File: src/afe_housekeeping_pkg.sv
package afe_housekeeping_pkg;
    localparam logic [7:0] ADDR_GENERAL_RESET = 8'h01;
    localparam logic [7:0] ADDR_STATUS = 8'h08;
    localparam logic [7:0] ADDR_IRQ_ENABLE = 8'h09;
    localparam logic [7:0] ADDR_BIAS = 8'h10;
    localparam logic [7:0] ADDR_CLOCK_CONTROL = 8'h11;
    localparam logic [7:0] ADDR_PLL_LO = 8'h12;
    localparam logic [7:0] ADDR_PLL_HI = 8'h13;
    localparam logic [7:0] ADDR_CLOCK_STOP = 8'h14;
    localparam logic [7:0] ADDR_CLOCK_START = 8'h15;
    localparam logic [7:0] STATUS_RESET = 8'h00;
    localparam logic [7:0] IRQ_ENABLE_RESET = 8'h80;
    localparam logic [1:0] BIAS_RESET = 2'h0;
    localparam logic [15:0] CLOCK_CONTROL_RESET = 16'h0000;
    localparam logic [15:0] CLOCK_CONTROL_MASK = 16'h3fff;
    localparam logic [15:0] PLL_CFG_RESET = 16'h0000;
    localparam int ST_STARTUP = 7;
    localparam int ST_AUX_EOC = 6;
    localparam int ST_AUX_THR = 5;
    localparam int ST_CMP = 4;
    localparam int ST_SYNTH2 = 3;
    localparam int ST_SYNTH1 = 2;
    localparam int ST_RX = 1;
    localparam int ST_TX = 0;
    localparam int CC_STARTUP_EN = 13;
    localparam int CC_DELAY_LO = 8;
    localparam int CC_DIV_LO = 1;
    localparam int CC_AMP_EN = 0;
    localparam int BIAS_GEN_BIT = 1;
    localparam int BIAS_BUF_BIT = 0;
    localparam logic [4:0] ADDR_BIT_COUNT = 5'h08;
    localparam logic [4:0] WORD_BIT_COUNT = 5'h18;
    localparam logic [4:0] BIT_COUNT_MAX = 5'h1f;
    localparam logic [4:0] BYTE_BIT_COUNT = 5'h10;
    localparam logic [4:0] DELAY_MAX = 5'h14;

    typedef enum logic [3:0] {
        CLK_IDLE = 4'b0001,
        CLK_START = 4'b0010,
        CLK_RUN = 4'b0100,
        CLK_STOP = 4'b1000
    } clk_state_t;

    typedef struct packed {
        logic sclk_q;
        logic cs_n_q;
        logic [4:0] bit_cnt;
        logic [15:0] shift;
        logic [7:0] addr;
        logic addr_ok;
        logic [7:0] rd_shift;
        logic reply;
        logic gen_rst;
        logic core_rst;
        logic [7:0] status;
        logic [7:0] irq_en;
        logic irq_oe_n;
        logic [1:0] bias;
        logic [15:0] clk_ctl;
        logic [15:0] pll_lo;
        logic [15:0] pll_hi;
        clk_state_t clk_state;
        logic [6:0] div_cnt;
        logic [20:0] start_cnt;
        logic fwd_strobe;
        logic [7:0] fwd_addr;
        logic [15:0] fwd_data;
        logic fwd_wide;
    } hk_state_t;
endpackage

File: src/afe_housekeeping.sv
`timescale 1ns/10ps
module afe_housekeeping (
    // clock and resets
    input wire logic clk_in,
    input wire logic sys_rst_in,
    input wire logic reset_pin_n_in,
    // serial control bus
    input wire logic sclk_in,
    input wire logic chip_select_n_in,
    input wire logic cmd_data_in,
    output logic reply_data_out,
    // status sources
    input wire logic aux_eoc_pulse_in,
    input wire logic [7:0] aux_adc_threshold_flags_in,
    input wire logic [4:0] comparator_flags_in,
    input wire logic [4:0] comparator_flag_enables_in,
    input wire logic [1:0] synth1_state_in,
    input wire logic [1:0] synth2_state_in,
    input wire logic [15:0] rx_flags_in,
    input wire logic [15:0] receive_flag_enables_in,
    input wire logic [7:0] tx_flags_in,
    input wire logic [7:0] transmit_flag_enables_in,
    // interrupt pin, open drain
    output logic irq_out_n_out,
    output logic irq_out_n_oe_n_out,
    // bias control
    output logic mid_rail_bias_en_out,
    output logic bias_buffer_en_out,
    // clock generator control
    output logic clk_gen_power_out,
    output logic sys_clk_enable_out,
    output logic mclk_amp_en_out,
    output logic [6:0] clk_divide_out,
    output logic [15:0] clock_pll_cfg_lo_out,
    output logic [15:0] clock_pll_cfg_hi_out,
    // internal reset and forwarded writes
    output logic core_reset_out,
    output logic fwd_write_strobe_out,
    output logic [7:0] fwd_write_addr_out,
    output logic [15:0] fwd_write_data_out,
    output logic fwd_write_wide_out
);
    // registered state and its next value
    afe_housekeeping_pkg::hk_state_t state_reg;
    afe_housekeeping_pkg::hk_state_t state_next;

    // bus edge events, one cycle wide
    logic sclk_rise;
    logic sclk_fall;
    logic cs_fall;
    logic cs_rise;
    logic addr_done;
    logic [7:0] addr_now;
    // frame length seen at the closing select edge
    logic frame_cmd;
    logic frame_byte;
    logic frame_word;
    // device reset from pin or command
    logic dev_rst;
    logic clk_running;
    // status events
    logic read_clear;
    logic startup_set;
    logic eoc_set;
    logic div_pulse;

    // the three clock registers, writable only before the clock starts
    function automatic logic is_clock_reg(input logic [7:0] addr);
        return (addr == afe_housekeeping_pkg::ADDR_CLOCK_CONTROL) ||
            (addr == afe_housekeeping_pkg::ADDR_PLL_LO) ||
            (addr == afe_housekeeping_pkg::ADDR_PLL_HI);
    endfunction

    // addresses the bus may reach in the given clock state
    function automatic logic access_ok(
        input logic [7:0] addr,
        input afe_housekeeping_pkg::clk_state_t st
    );
        logic ok;
        ok = 1'b0;
        case (st)
            afe_housekeeping_pkg::CLK_IDLE,
            afe_housekeeping_pkg::CLK_START: begin
                ok = is_clock_reg(addr) ||
                    (addr == afe_housekeeping_pkg::ADDR_STATUS) ||
                    (addr == afe_housekeeping_pkg::ADDR_GENERAL_RESET);
            end
            afe_housekeeping_pkg::CLK_RUN: begin
                ok = 1'b1;
            end
            afe_housekeeping_pkg::CLK_STOP: begin
                ok = (addr == afe_housekeeping_pkg::ADDR_GENERAL_RESET) ||
                    (addr == afe_housekeeping_pkg::ADDR_CLOCK_START);
            end
            default: begin
                ok = 1'b0;
            end
        endcase
        return ok;
    endfunction

    // last divider count; a zero field wraps to a ratio of 128
    function automatic logic [6:0] div_last(input logic [6:0] field);
        return field - 7'h01;
    endfunction

    // startup end count, two to the field, illegal codes clipped
    function automatic logic [20:0] end_count(input logic [4:0] delay);
        logic [4:0] d;
        d = delay;
        if (d > afe_housekeeping_pkg::DELAY_MAX) begin
            d = afe_housekeeping_pkg::DELAY_MAX;
        end
        return 21'h000001 << d;
    endfunction

    // full reset image; select and serial clock idle high
    function automatic afe_housekeeping_pkg::hk_state_t reset_state();
        afe_housekeeping_pkg::hk_state_t s;
        s = '0;
        s.sclk_q = 1'b1;
        s.cs_n_q = 1'b1;
        s.status = afe_housekeeping_pkg::STATUS_RESET;
        s.irq_en = afe_housekeeping_pkg::IRQ_ENABLE_RESET;
        s.irq_oe_n = 1'b1;
        s.bias = afe_housekeeping_pkg::BIAS_RESET;
        s.clk_ctl = afe_housekeeping_pkg::CLOCK_CONTROL_RESET;
        s.pll_lo = afe_housekeeping_pkg::PLL_CFG_RESET;
        s.pll_hi = afe_housekeeping_pkg::PLL_CFG_RESET;
        s.clk_state = afe_housekeeping_pkg::CLK_IDLE;
        return s;
    endfunction

    always_comb begin
        state_next = state_reg;
        sclk_rise = sclk_in & ~state_reg.sclk_q;
        sclk_fall = ~sclk_in & state_reg.sclk_q;
        cs_fall = ~chip_select_n_in & state_reg.cs_n_q;
        cs_rise = chip_select_n_in & ~state_reg.cs_n_q;
        addr_done = sclk_rise && !chip_select_n_in &&
            (state_reg.bit_cnt == afe_housekeeping_pkg::ADDR_BIT_COUNT - 5'h01);
        addr_now = {state_reg.shift[6:0], cmd_data_in};
        frame_cmd = (state_reg.bit_cnt == afe_housekeeping_pkg::ADDR_BIT_COUNT);
        frame_byte = (state_reg.bit_cnt == afe_housekeeping_pkg::BYTE_BIT_COUNT);
        frame_word = (state_reg.bit_cnt == afe_housekeeping_pkg::WORD_BIT_COUNT);
        dev_rst = ~reset_pin_n_in | state_reg.gen_rst;
        clk_running = (state_reg.clk_state == afe_housekeeping_pkg::CLK_RUN);
        read_clear = 1'b0;
        startup_set = 1'b0;
        eoc_set = 1'b0;
        div_pulse = 1'b0;
        state_next.sclk_q = sclk_in;
        state_next.cs_n_q = chip_select_n_in;
        state_next.fwd_strobe = 1'b0;

        // serial shifter: address first, then data, msb first
        if (cs_fall) begin
            state_next.bit_cnt = 5'h00;
            state_next.shift = 16'h0000;
            state_next.addr_ok = 1'b0;
        end else if (sclk_rise && !chip_select_n_in) begin
            if (state_reg.bit_cnt != afe_housekeeping_pkg::BIT_COUNT_MAX) begin
                state_next.bit_cnt = state_reg.bit_cnt + 5'h01;
            end
            if (addr_done) begin
                state_next.addr = addr_now;
                state_next.addr_ok = access_ok(addr_now, state_reg.clk_state);
                state_next.shift = 16'h0000;
            end else begin
                state_next.shift = {state_reg.shift[14:0], cmd_data_in};
            end
        end

        // status read: reply word loaded at the last address bit
        if (addr_done) begin
            if ((addr_now == afe_housekeeping_pkg::ADDR_STATUS) &&
                access_ok(addr_now, state_reg.clk_state)) begin
                state_next.rd_shift = state_reg.status;
                read_clear = 1'b1;
            end else begin
                state_next.rd_shift = 8'h00;
            end
        end
        if (sclk_fall && !chip_select_n_in) begin
            state_next.reply = state_reg.rd_shift[7];
            state_next.rd_shift = {state_reg.rd_shift[6:0], 1'b0};
        end

        // general reset held from the eighth rising edge to select release
        if (addr_done && (addr_now == afe_housekeeping_pkg::ADDR_GENERAL_RESET)) begin
            state_next.gen_rst = 1'b1;
        end
        if (cs_rise) begin
            state_next.gen_rst = 1'b0;
        end

        // startup timer counts divider output pulses
        case (state_reg.clk_state)
            afe_housekeeping_pkg::CLK_START: begin
                if (state_reg.div_cnt ==
                    div_last(state_reg.clk_ctl[afe_housekeeping_pkg::CC_DIV_LO +: 7])) begin
                    state_next.div_cnt = 7'h00;
                    div_pulse = 1'b1;
                end else begin
                    state_next.div_cnt = state_reg.div_cnt + 7'h01;
                end
                if (div_pulse) begin
                    if (state_reg.start_cnt + 21'h000001 ==
                        end_count(state_reg.clk_ctl[afe_housekeeping_pkg::CC_DELAY_LO +: 5])) begin
                        state_next.clk_state = afe_housekeeping_pkg::CLK_RUN;
                        startup_set =
                            state_reg.clk_ctl[afe_housekeeping_pkg::CC_STARTUP_EN];
                    end else begin
                        state_next.start_cnt = state_reg.start_cnt + 21'h000001;
                    end
                end
            end
            afe_housekeeping_pkg::CLK_IDLE,
            afe_housekeeping_pkg::CLK_RUN,
            afe_housekeeping_pkg::CLK_STOP: begin
                state_next.div_cnt = state_reg.div_cnt;
            end
            default: begin
                state_next.clk_state = afe_housekeeping_pkg::CLK_IDLE;
            end
        endcase

        // register writes and commands, taken at select release
        if (cs_rise && state_reg.addr_ok) begin
            case (state_reg.addr)
                afe_housekeeping_pkg::ADDR_IRQ_ENABLE: begin
                    if (frame_byte) begin
                        state_next.irq_en = state_reg.shift[7:0];
                    end
                end
                afe_housekeeping_pkg::ADDR_BIAS: begin
                    if (frame_byte) begin
                        state_next.bias = state_reg.shift[1:0];
                    end
                end
                afe_housekeeping_pkg::ADDR_CLOCK_CONTROL: begin
                    if (frame_word &&
                        state_reg.clk_state == afe_housekeeping_pkg::CLK_IDLE) begin
                        state_next.clk_ctl =
                            state_reg.shift & afe_housekeeping_pkg::CLOCK_CONTROL_MASK;
                        state_next.clk_state = afe_housekeeping_pkg::CLK_START;
                        state_next.div_cnt = 7'h00;
                        state_next.start_cnt = 21'h000000;
                    end
                end
                afe_housekeeping_pkg::ADDR_PLL_LO: begin
                    if (frame_word &&
                        state_reg.clk_state == afe_housekeeping_pkg::CLK_IDLE) begin
                        state_next.pll_lo = state_reg.shift;
                    end
                end
                afe_housekeeping_pkg::ADDR_PLL_HI: begin
                    if (frame_word &&
                        state_reg.clk_state == afe_housekeeping_pkg::CLK_IDLE) begin
                        state_next.pll_hi = state_reg.shift;
                    end
                end
                afe_housekeeping_pkg::ADDR_CLOCK_STOP: begin
                    if (frame_cmd && clk_running) begin
                        state_next.clk_state = afe_housekeeping_pkg::CLK_STOP;
                    end
                end
                afe_housekeeping_pkg::ADDR_CLOCK_START: begin
                    if (frame_cmd &&
                        state_reg.clk_state == afe_housekeeping_pkg::CLK_STOP) begin
                        state_next.clk_state = afe_housekeeping_pkg::CLK_RUN;
                    end
                end
                afe_housekeeping_pkg::ADDR_STATUS,
                afe_housekeeping_pkg::ADDR_GENERAL_RESET: begin
                    state_next.fwd_strobe = 1'b0;
                end
                default: begin
                    // other blocks only see traffic once the clock runs
                    if (clk_running && (frame_cmd || frame_byte || frame_word)) begin
                        state_next.fwd_strobe = 1'b1;
                        state_next.fwd_addr = state_reg.addr;
                        state_next.fwd_data = state_reg.shift;
                        state_next.fwd_wide = frame_word;
                    end
                end
            endcase
        end

        // level sources follow their flags only while the clock runs
        if (clk_running) begin
            eoc_set = aux_eoc_pulse_in;
            state_next.status[afe_housekeeping_pkg::ST_AUX_THR] =
                |aux_adc_threshold_flags_in;
            state_next.status[afe_housekeeping_pkg::ST_CMP] =
                |(comparator_flags_in & comparator_flag_enables_in);
            state_next.status[afe_housekeeping_pkg::ST_SYNTH2] = |synth2_state_in;
            state_next.status[afe_housekeeping_pkg::ST_SYNTH1] = |synth1_state_in;
            state_next.status[afe_housekeeping_pkg::ST_RX] =
                |(rx_flags_in & receive_flag_enables_in);
            state_next.status[afe_housekeeping_pkg::ST_TX] =
                |(tx_flags_in & transmit_flag_enables_in);
        end
        // sticky bits: a set in the read cycle wins over the clear
        state_next.status[afe_housekeeping_pkg::ST_STARTUP] =
            (state_reg.status[afe_housekeeping_pkg::ST_STARTUP] & ~read_clear) |
            startup_set;
        state_next.status[afe_housekeeping_pkg::ST_AUX_EOC] =
            (state_reg.status[afe_housekeeping_pkg::ST_AUX_EOC] & ~read_clear) |
            eoc_set;

        // pin or command reset: everything but the bus shifter, the general reset flag and the forwarded address, data and width
        if (dev_rst) begin
            state_next.status = afe_housekeeping_pkg::STATUS_RESET;
            state_next.irq_en = afe_housekeeping_pkg::IRQ_ENABLE_RESET;
            state_next.bias = afe_housekeeping_pkg::BIAS_RESET;
            state_next.clk_ctl = afe_housekeeping_pkg::CLOCK_CONTROL_RESET;
            state_next.pll_lo = afe_housekeeping_pkg::PLL_CFG_RESET;
            state_next.pll_hi = afe_housekeeping_pkg::PLL_CFG_RESET;
            state_next.clk_state = afe_housekeeping_pkg::CLK_IDLE;
            state_next.div_cnt = 7'h00;
            state_next.start_cnt = 21'h000000;
            state_next.fwd_strobe = 1'b0;
        end
        state_next.core_rst = ~reset_pin_n_in | state_next.gen_rst;
        // level interrupt, follows enables and sources both ways
        state_next.irq_oe_n = ~|(state_next.status & state_next.irq_en);
    end

    always_ff @(posedge clk_in) begin
        if (sys_rst_in) begin
            state_reg <= reset_state();
        end else begin
            state_reg <= state_next;
        end
    end

    // outputs straight from the state register
    assign reply_data_out = state_reg.reply;
    assign irq_out_n_out = state_reg.irq_oe_n;
    assign irq_out_n_oe_n_out = state_reg.irq_oe_n;
    assign mid_rail_bias_en_out = state_reg.bias[afe_housekeeping_pkg::BIAS_GEN_BIT];
    assign bias_buffer_en_out = state_reg.bias[afe_housekeeping_pkg::BIAS_BUF_BIT];
    assign clk_gen_power_out = (state_reg.clk_state != afe_housekeeping_pkg::CLK_IDLE);
    assign sys_clk_enable_out = (state_reg.clk_state == afe_housekeeping_pkg::CLK_RUN);
    assign mclk_amp_en_out = state_reg.clk_ctl[afe_housekeeping_pkg::CC_AMP_EN];
    assign clk_divide_out = state_reg.clk_ctl[afe_housekeeping_pkg::CC_DIV_LO +: 7];
    assign clock_pll_cfg_lo_out = state_reg.pll_lo;
    assign clock_pll_cfg_hi_out = state_reg.pll_hi;
    assign core_reset_out = state_reg.core_rst;
    assign fwd_write_strobe_out = state_reg.fwd_strobe;
    assign fwd_write_addr_out = state_reg.fwd_addr;
    assign fwd_write_data_out = state_reg.fwd_data;
    assign fwd_write_wide_out = state_reg.fwd_wide;

    irq_level_a: assert property (@(posedge clk_in) disable iff (sys_rst_in)
        state_reg.irq_oe_n == !(|(state_reg.status & state_reg.irq_en)))
        else $error("interrupt pin disagrees with enabled status bits");

    enable_reset_a: assert property (@(posedge clk_in) disable iff (sys_rst_in)
        $past(sys_rst_in) |->
        (state_reg.irq_en == afe_housekeeping_pkg::IRQ_ENABLE_RESET) &&
        (state_reg.status == afe_housekeeping_pkg::STATUS_RESET))
        else $error("enable or status register wrong after reset");

    quiet_gate_a: assert property (@(posedge clk_in) disable iff (sys_rst_in)
        state_reg.fwd_strobe |->
        $past(state_reg.clk_state) == afe_housekeeping_pkg::CLK_RUN)
        else $error("write forwarded while system clock not running");

    clock_lock_a: assert property (@(posedge clk_in) disable iff (sys_rst_in)
        (state_reg.clk_state != afe_housekeeping_pkg::CLK_IDLE) &&
        ($past(state_reg.clk_state) != afe_housekeeping_pkg::CLK_IDLE) |->
        $stable(state_reg.clk_ctl) && $stable(state_reg.pll_lo) && $stable(state_reg.pll_hi))
        else $error("clock registers changed after clock control write");

    gen_reset_a: assert property (@(posedge clk_in) disable iff (sys_rst_in)
        $past(state_reg.gen_rst) |->
        (state_reg.clk_state == afe_housekeeping_pkg::CLK_IDLE) &&
        (state_reg.irq_en == afe_housekeeping_pkg::IRQ_ENABLE_RESET))
        else $error("command reset did not return device to reset state");

    startup_done_a: assert property (@(posedge clk_in) disable iff (sys_rst_in)
        (state_reg.clk_state == afe_housekeeping_pkg::CLK_RUN) &&
        ($past(state_reg.clk_state) == afe_housekeeping_pkg::CLK_START) &&
        state_reg.clk_ctl[afe_housekeeping_pkg::CC_STARTUP_EN] |->
        state_reg.status[afe_housekeeping_pkg::ST_STARTUP])
        else $error("startup done bit missing at end of startup count");

    core_reset_a: assert property (@(posedge clk_in) disable iff (sys_rst_in)
        state_reg.gen_rst |-> state_reg.core_rst)
        else $error("internal reset not driven during command reset");

    stop_gate_a: assert property (@(posedge clk_in) disable iff (sys_rst_in)
        (state_reg.clk_state == afe_housekeeping_pkg::CLK_STOP) |-> !state_reg.fwd_strobe)
        else $error("write forwarded while system clock stopped");
endmodule

File: config.mk
export PLATFORM = sky130hd
export DESIGN_NAME = afe_housekeeping
export DESIGN_NICKNAME = d
export VERILOG_FILES = /design/src/afe_housekeeping_pkg.sv /design/src/afe_housekeeping.sv
export SDC_FILE = /design/constraint.sdc
export NUM_CORES = 1
export LEC_CHECK = 0
export ABC_CLOCK_PERIOD_IN_PS = 2800
export BUFFER_PORTS_ARGS = -buffer_cell sky130_fd_sc_hd__clkbuf_2
export CAP_MARGIN = 10
export CORE_MARGIN = 2
export CORE_UTILIZATION = 51
export CTS_CLUSTER_DIAMETER = 50
export CTS_CLUSTER_SIZE = 25
export DETAILED_ROUTE_END_ITERATION = 10
export PLACE_DENSITY = 0.87
export SLEW_MARGIN = 20
export SYNTH_ARGS = -nofsm -noshare
export SYNTH_HDL_FRONTEND = slang
export SYNTH_SLANG_ARGS = --single-unit
File: constraint.sdc
create_clock -name clk_in -period 2.8 [get_ports clk_in]
set_input_delay 0.56 -clock clk_in [delete_from_list [all_inputs] [get_ports clk_in]]
set_output_delay 0.56 -clock clk_in [all_outputs]
set_load 0.02 [all_outputs]
# Yosys cells after proc, flatten, opt, wreduce, memory -nomap -nowiden
# Index checks and enable logic that the tools add are counted.
# classes
add_sub_neg,4
mul,0
n_div,0
order_cmp,1
eq_ne,27
shift,1
muxes,41
bitwise,23
reduce_logical,42
# ops
operator,count
"== test 8 x 5 -> 1 bit, second input constant",10
two-way mux 21 bit,3
two-way mux 58 bit,1
two-way mux 8 bit,5
two-way mux 16 bit,2
two-way mux 32 bit,1
two-way mux 28 bit,1
two-way mux 26 bit,1
two-way mux 25 bit,1
"== test 8 x 4 -> 1 bit, second input constant",3
OR reduction 8 bit,3
"adder 21 x 1 -> 21 bit, second input constant",1
== test 21 bit,1
"<< shifter 1 x 5 -> 21 bit, first input constant",1
AND reduction 3 bit,6
bitwise AND 16 bit,1
bitwise AND 8 bit,2
"== test 8 x 1 -> 1 bit, second input constant",2
two-way mux 4 bit,4
OR reduction 16 bit,1
two-way mux 5 bit,3
two-way mux 7 bit,2
two-way mux 1 bit,12
case mux 4 bit (3 select lines),1
other kinds (32),71
# totals
ff_bits,166
latchBits,0
mem_bits_rw,0
romBits,0
inputBits,77
output_inout_bits,74
elab_cells,164
n_memories,0

# Longest topological paths before layout
# Gate-level depths: netlist of the first run.
# logic_depth
ltp_word,17
depth_mapped,13
mapped_depth_nobuf,11

# Least setup slack after synthesis of the first run
# Ideal clock, no wire load.
# synth_path
kind,flip-flop to flip-flop
from,register state_reg[100] (netlist bit)
to,register state_reg[36] (netlist bit)
setup_time_ns,0.115
arrival_time_ns,2.875
t_required_ns,2.685
path_slack_ns,-0.189
path_stages_with_launch,12
path_buffers,2
period_less_slack_ns,2.989
cell_sequence,dfxtp_1 -> buf_6 -> or3b_4 -> o21a_1 -> or3_1 -> a2111oi_2 -> nor3b_1 -> nor4_4 -> a31o_4 -> buf_6 -> nor3_1 -> o21a_1
# synth_via
elab_chain_cells,12
# synth_rtl
item,line_no,source
start: declaration,afe_housekeeping.sv:44,afe_housekeeping_pkg::hk_state_t state_reg;
start signal: assignment,afe_housekeeping.sv:332,state_reg <= reset_state();
start signal: assignment,afe_housekeeping.sv:334,state_reg <= state_next;
greater-than comparator 5 bit,afe_housekeeping.sv:111,if (d > afe_housekeeping_pkg::DELAY_MAX) begin
two-way mux 5 bit (*),afe_housekeeping.sv:111,
two-way mux 5 bit (*),afe_housekeeping.sv:207,if (div_pulse) begin
two-way mux 5 bit (*),afe_housekeeping.sv:198,case (state_reg.clk_state)
<< shifter 1 x 5 -> 21 bit (*),afe_housekeeping.sv:114,return 21'h000001 << d;
== test 21 bit (*),afe_housekeeping.sv:208,if (state_reg.start_cnt + 21'h000001 ==
two-way mux 21 bit (*),afe_housekeeping.sv:208,
two-way mux 21 bit (*),afe_housekeeping.sv:207,
two-way mux 21 bit (*),afe_housekeeping.sv:198,
two-way mux 32 bit,afe_housekeeping.sv:242,if (frame_word &&
two-way mux 28 bit,afe_housekeeping.sv:230,case (state_reg.addr)
two-way mux 58 bit (*),afe_housekeeping.sv:229,if (cs_rise && state_reg.addr_ok) begin
# Mark *: on every way between the ends. The rest lies on a longest branch, timed or not. The select of a mux whose other input is x is not followed.
# A chain may end at the register's enable or synchronous reset.

# Worst setup path after layout of the first run
# layout_path
from,register state_reg[28] (netlist bit)
to,register state_reg[55] (netlist bit)
# layout_via
elab_chain_cells,8
elab_cells_between_ends,10
cone_classes,1 x add/sub; 1 x eq/ne; 8 x mux
# layout_rtl
item,line_no,source
adder 21 x 1 -> 21 bit (*),afe_housekeeping.sv:208,
== test 21 bit (*),afe_housekeeping.sv:208,
two-way mux 4 bit (*),afe_housekeeping.sv:208,
two-way mux 4 bit (*),afe_housekeeping.sv:207,
case mux 4 bit (2 select lines) (*),afe_housekeeping.sv:198,
"two-way mux 4 bit, or another cell as far along",afe_housekeeping.sv:269,if (frame_cmd &&
case mux 4 bit (3 select lines),afe_housekeeping.sv:230,
two-way mux 58 bit (*),afe_housekeeping.sv:229,
# Mark *: on every way between the ends. The rest lies on a longest branch, timed or not.

==> results of run 1 <==
## critical path: stages (launching register included)
cell      delay [ps]
dfxtp_1          450
nand3_2          250
nor2_2           270
buf_4            190
nand2_1          120
o21ai_0          370
o211a_2          410
buf_4            190
nand3_4           80
o21ai_0          310
a221oi_1         130
## synth_stat cells, types with 6 or more instances
cell type	instances	area share, %
dfxtp_1	166	39
nand2_1	145	6.4
nor2_1	131	5.8
a21oi_1	80	4.7
buf_4	64	5.6
clkbuf_1	59	2.6
mux2i_1	37	4.3
o21ai_0	33	1.9
nor3_1	32	1.9
nand3_1	29	1.7
xnor2_1	28	2.9
a22oi_1	23	2.0
xor2_1	22	2.3
inv_1	15	0.66
a221oi_1	12	1.2
nand4_1	12	0.88
nor4_1	10	0.73
or3_1	10	0.73
o21a_1	9	0.79
and3_1	8	0.59
nor2b_1	7	0.51
o211ai_1	7	0.62
or2_2	7	0.51
ha_1	6	0.88
nand2b_1	6	0.44
nand3b_1	6	0.53
nor3b_1	6	0.53
o21ai_1	6	0.35
## cell families (layout without fill, tap and decap cells)
logic type	after synthesis	count (layout)	synth area share (%)
muxes	37	37	4.35
AOI/OAI and AO/OA	218	219	16.6
and+or+nand+nor	438	438	24.4
adders and majority gates	6	6	0.881
xor gates and xnor gates	50	50	5.14
DFF	166	166	39.0
buffers and inverters	147	286	9.63
## stage by stage
step | worst slack, ps | total power [uW] | cells | util (%)
finish | -116 | 4810 | 1422 | 62.7
global route | -162 | 4930 | 1422 | 62.7
CTS | 1.52 | 4820 | 1419 | 61.3
detailed placement | -109 | 2560 | 1386 | 57.6
global placement | -90.6 | 2560 | 1386 | 57.6
floorplan | -44.4 | 2480 | 1062 | -
## where the power goes
part | internal (uW) | switching [uW]
clock | 1190 | 1110
sequential | 2360 | 3.08
combinational | 62.8 | 85.1
## layout by cell type (no fill, tap or decap), types with 5 or more instances in the layout
cell	n
and3_1	8
dfxtp_2	7
a221oi_1	12
nand2_1	143
a21oi_1	77
a22o_1	5
inv_1	13
mux2i_1	37
o21ai_1	7
nand4_1	12
nand3_1	26
xor2_1	20
ha_1	5
clkbuf_16	17
dfxtp_1	158
nor2b_1	7
nand3b_1	6
nand2b_1	6
a22oi_1	23
or3_1	8
nor4_1	9
inv_6	6
nor2_1	128
o21a_1	8
o21ai_0	32
o211ai_1	7
or2_2	7
clkbuf_2	150
nor3_2	7
buf_4	88
xnor2_1	27
nor3_1	26
a21oi_2	5
## what timing repair did
| item | 4_1_cts | 5_1_grt |
|---|---|---|
| setup buffers | 1 | 3 |
| gates cloned | 0 | 1 |
| pin swaps | 1 | 22 |
| setup endpoints to repair | 10 | 48 |
| resized for setup | 6 | 50 |
## path summary, 6_finish.rpt
check / startpoint / end
setup / recovery: state_reg[28] / state_reg[55]
hold / removal: sclk_in / state_reg[167]
setup reg to reg: state_reg[28] / state_reg[55]
hold reg to reg: clock_pll_cfg_lo_out[14] / clock_pll_cfg_lo_out[14]
## per-layer routing
metal	track usage, %	vias up	share of wire, %
met5	0	-	0
met4	12.0	0	4.0
met3	6.05	98	7.9
met2	43.1	411	48
met1	33.3	3973	40
li1	-	3898	-
## final cells by class
cell class | count | area (um2)
Inverter | 15 | 56.3
Clock inverter | 15 | 154
Clock buffer | 17 | 425
Tap cell | 220 | 275
Sequential cell | 166 | 3340
Fill cell | 1308 | 6140
Timing Repair Buffer | 239 | 1420
Multi-Input combinational cell | 750 | 4660
==> results.json, run 1 <==
{
  "status": "complete, but fails checks",
  "failed_checks": "setup timing",
  "rows": 47,
  "diodes": 0,
  "drive_above_1_share_pct": 29.0,
  "die_x_um": 133,
  "start_kind": "register",
  "top_level_ports": 151,
  "rr_worst_depth": 10,
  "area_growth_syn_to_layout_pct": 21.2,
  "slew_viol_final": 0,
  "hold_viol": 0,
  "ir_worst_vdd_v": 0.000493,
  "cts_inserted_buffers": 17,
  "synth_warnings": 0,
  "max-clock-path-buffers": 2,
  "synth_edf_count": 0,
  "grt_pass1_vias": 7820,
  "cts_root_buffer": "clkbuf_16",
  "worst_slack_ps": -116,
  "slew_headroom_pct": 47.9,
  "cellPowerDensity_nw_per_um2": 466,
  "grt_pass1_wl_um": 38100,
  "crit_type": "register to register",
  "syn_nets": 1145,
  "finalSetupTns_ps": -712,
  "whs_ps": 369,
  "fmax_ghz": 0.343,
  "cts.reportedPaths.clkPinSlew_ps": 70,
  "antenna_left": 0,
  "placed_cell_area_um2": 9480,
  "routabilityCongestion": 0.949,
  "port_buffers": 150,
  "cts_sinks": 166,
  "routed_via_density": 5.89,
  "postSynthCellCount": 1062,
  "rsz0062_at_grt": "yes",
  "coreArea_um2": 16500,
  "fin_nets": 1272,
  "setup_viol": 12,
  "cts_tree": "done",
  "clock_latency_ps": 440,
  "cts_hold_buf": 0,
  "dieHeight_um": 133,
  "yosysUniqueCellTypes": 71,
  "leakage_uw": 0.00415,
  "drc_errors": 0,
  "vias": 8380,
  "async_reset_ff_share_pct": 0,
  "dieArea_um2": 17800,
  "drt-initial-drc-count": 791,
  "ys_ff_latch": 166,
  "fin_crit_sh_pct": 104,
  "synth-seq-area-share_pct": 39.0,
  "cp_data_required_time_ps": 3080,
  "hpwl_um": 16700,
  "antenna_found_initial": 0,
  "rrSetupSlack_ps": -120,
  "htree_num_levels": 4,
  "worst_slew_pin_slew_ps": 779,
  "min_period_ps": 2920,
  "postLayoutCellArea_um2": 10300,
  "routedWlPerCell_um": 17.4,
  "worstPathMaxFanout": 7,
  "hold_depth": 2,
  "end_kind": "register",
  "drv_cap": 0,
  "largest_reg_flops": 88,
  "clock_skew_ps": 10.8,
  "synth_area_um2": 8520,
  "initial_core_util_pct": 51.7,
  "drt_pass1_iterations": 5,
  "cp.arrival_ps": 3200,
  "grt.overflow.total": 0,
  "yosys_most_used_dff": "dfxtp_1",
  "min_path_type": "input pin to register",
  "grt_start_max_net_pins": 67,
  "drt-total-wl_um": 24700,
  "synth.avg_cell_area_um2": 8.02,
  "grt_usage_pct": 26.4
}
(Power assumes the default switching activity.)
==> inputs of run 2 (changes only) <==
MAX_ROUTING_LAYER = met4   (was unset)
==> run 2 against run 1 <==
Sequential cell count unchanged. The run still ends with setup timing left. Register-to-register slack hardly changed. Die area unchanged. Highest routed layer unchanged. Maximum frequency up 0.33%.
==> results.json, run 2 (synthesized netlist as in run 1, its figures left out) <==
{
  "status": "complete, but fails checks",
  "failed_checks": "setup timing",
  "initial_core_util_pct": 51.7,
  "critPathSlowestCell": "or4_4",
  "drv_cap": 0,
  "grt_pass1_wl_um": 37800,
  "grt_pass1_vias": 7779,
  "coreArea_um2": 16500,
  "rsz0062_at_grt": "yes",
  "seqPwrFrac_pct": 49.6,
  "drive_above_1_share_pct": 28.7,
  "postLayoutCellArea_um2": 10300,
  "drt_pass1_iterations": 5,
  "hold_depth": 2,
  "switching_power_uw": 1150,
  "placed_cell_area_um2": 9470,
  "slew_headroom_pct": 46.0,
  "min_period_ps": 2910,
  "critPathMaxStageDelay_ps": 590,
  "setup_viol": 11,
  "rows": 47,
  "end_kind": "register",
  "die_x_um": 133,
  "hold_viol": 0,
  "cp_top_family": "simple AND/OR/NAND/NOR gates",
  "dieHeight_um": 133,
  "htree_num_levels": 4,
  "n_fill_cell": 1351,
  "drt-total-wl_um": 24700,
  "layout_common_cells": "157 x dfxtp_1, 150 x clkbuf_2, 144 x nand2_1, 129 x nor2_1, 85 x buf_4",
  "finalPower_uw": 4770,
  "cts_inserted_buffers": 17,
  "worst_slew_pin_slew_ps": 803,
  "min_path_type": "input pin to register",
  "cellPowerDensity_nw_per_um2": 463,
  "fin_nets": 1270,
  "cts.reportedPaths.clkPinSlew_ps": 70,
  "dieArea_um2": 17800,
  "fmax_ghz": 0.344,
  "cp.arrival_ps": 3230,
  "final_common_cell": "dfxtp_1",
  "crit_type": "register to register",
  "vias": 8348,
  "crit_chain": "inv_2 > ha_4 > nor2_1 > mux2i_1 > nor2b_1 > o21ai_0 > a221o_1 > or4_4 > buf_4 > a311oi_1 > xnor2_1 > nor2_1",
  "p_comb_share_pct": 3.1,
  "instances_no_fill": 1420,
  "area_growth_syn_to_layout_pct": 20.9,
  "path_depth": 12,
  "top_level_ports": 151,
  "cts_sinks": 166,
  "start_kind": "register",
  "cts_tree": "done",
  "antenna_found_initial": 0,
  "fin_crit_sh_pct": 104,
  "clock_latency_ps": 440,
  "multi_input_area_um2": 4650,
  "cp_data_required_time_ps": 3120,
  "routedWlPerCell_um": 17.4,
  "worstPathMaxFanout": 8,
  "worst_slack_ps": -107,
  "grt_usage_pct": 27.0,
  "cts_root_buffer": "clkbuf_16",
  "p_int_uw": 3620,
  "hpwl_um": 16600,
  "antenna_left": 0,
  "grt_start_max_net_pins": 67,
  "slew_viol_final": 0,
  "dp_cells": 1384,
  "clock_skew_ps": 11.0,
  "diodes": 0,
  "routabilityCongestion": 0.935,
  "routed_via_density": 5.88,
  "grt.overflow.total": 0,
  "final_core_util_pct": 62.6,
  "drc_errors": 0,
  "drt-initial-drc-count": 858,
  "largest_reg_flops": 88,
  "p_clk_share_pct": 47.3,
  "ff_latch_area_um2": 3330,
  "leakage_uw": 0.00413,
  "cp_common_cell": "nor2_1",
  "port_buffers": 150,
  "cts_hold_buf": 0,
  "switching_share_pct": 24.0,
  "ir_worst_vdd_v": 0.000541,
  "rr_worst_depth": 12,
  "finalSetupTns_ps": -359,
  "crit_buf_inv": 2,
  "max-clock-path-buffers": 2
}
## run 2: final cells by class
class                           instances  area share [%]
Clock buffer                           18            4.26
Timing Repair Buffer                  237            13.7
Clock inverter                         14            1.28
Inverter                               15           0.547
Multi-Input combinational cell        750            45.2
Tap cell                              220            2.67
Sequential cell                       166            32.4
## run 2: repair_timing
| item | CTS | global route |
|---|---|---|
| hold endpoints to repair | 0 | 0 |
| gates cloned | 0 | 1 |
| gates resized for setup | 6 | 49 |
| pin swaps | 3 | 16 |
| endpoints found under the setup margin | 18 | 37 |
| setup buffers | 1 | 3 |
## run 2: through the flow
stage / worst slack (ps) / hold slack, ps
finish: -107 / 349
global route: -224 / 358
CTS: 1.63 / 342
detailed placement: -125 / 444
global placement: -134 / 441
floorplan: -44.4 / 432
## run 2: per-layer routing
layer	GRT usage [%]	part of all wire, %
met1	32.5	41
met2	43.8	48
met3	6.77	7.0
met4	10.5	4.1
met5	-	0
## run 2: worst paths after layout
check                      startpoint                  endpoint  slack [ps]
max                 clk_divide_out[0]             state_reg[45]        -110
min                           sclk_in            state_reg[167]         350
max reg2reg         clk_divide_out[0]             state_reg[45]        -110
min reg2reg  clock_pll_cfg_lo_out[12]  clock_pll_cfg_lo_out[12]         450
## run 2: power groups by stage
stage          Clock, uW  Combinational (uW)  Sequential (uW)
2_1_floorplan          0                65.1             2420
3_3_place_gp           0                 143             2420
3_5_place_dp           0                 145             2420
4_1_cts             2260                 145             2370
5_1_grt             2380                 161             2360
6_report            2260                 148             2370
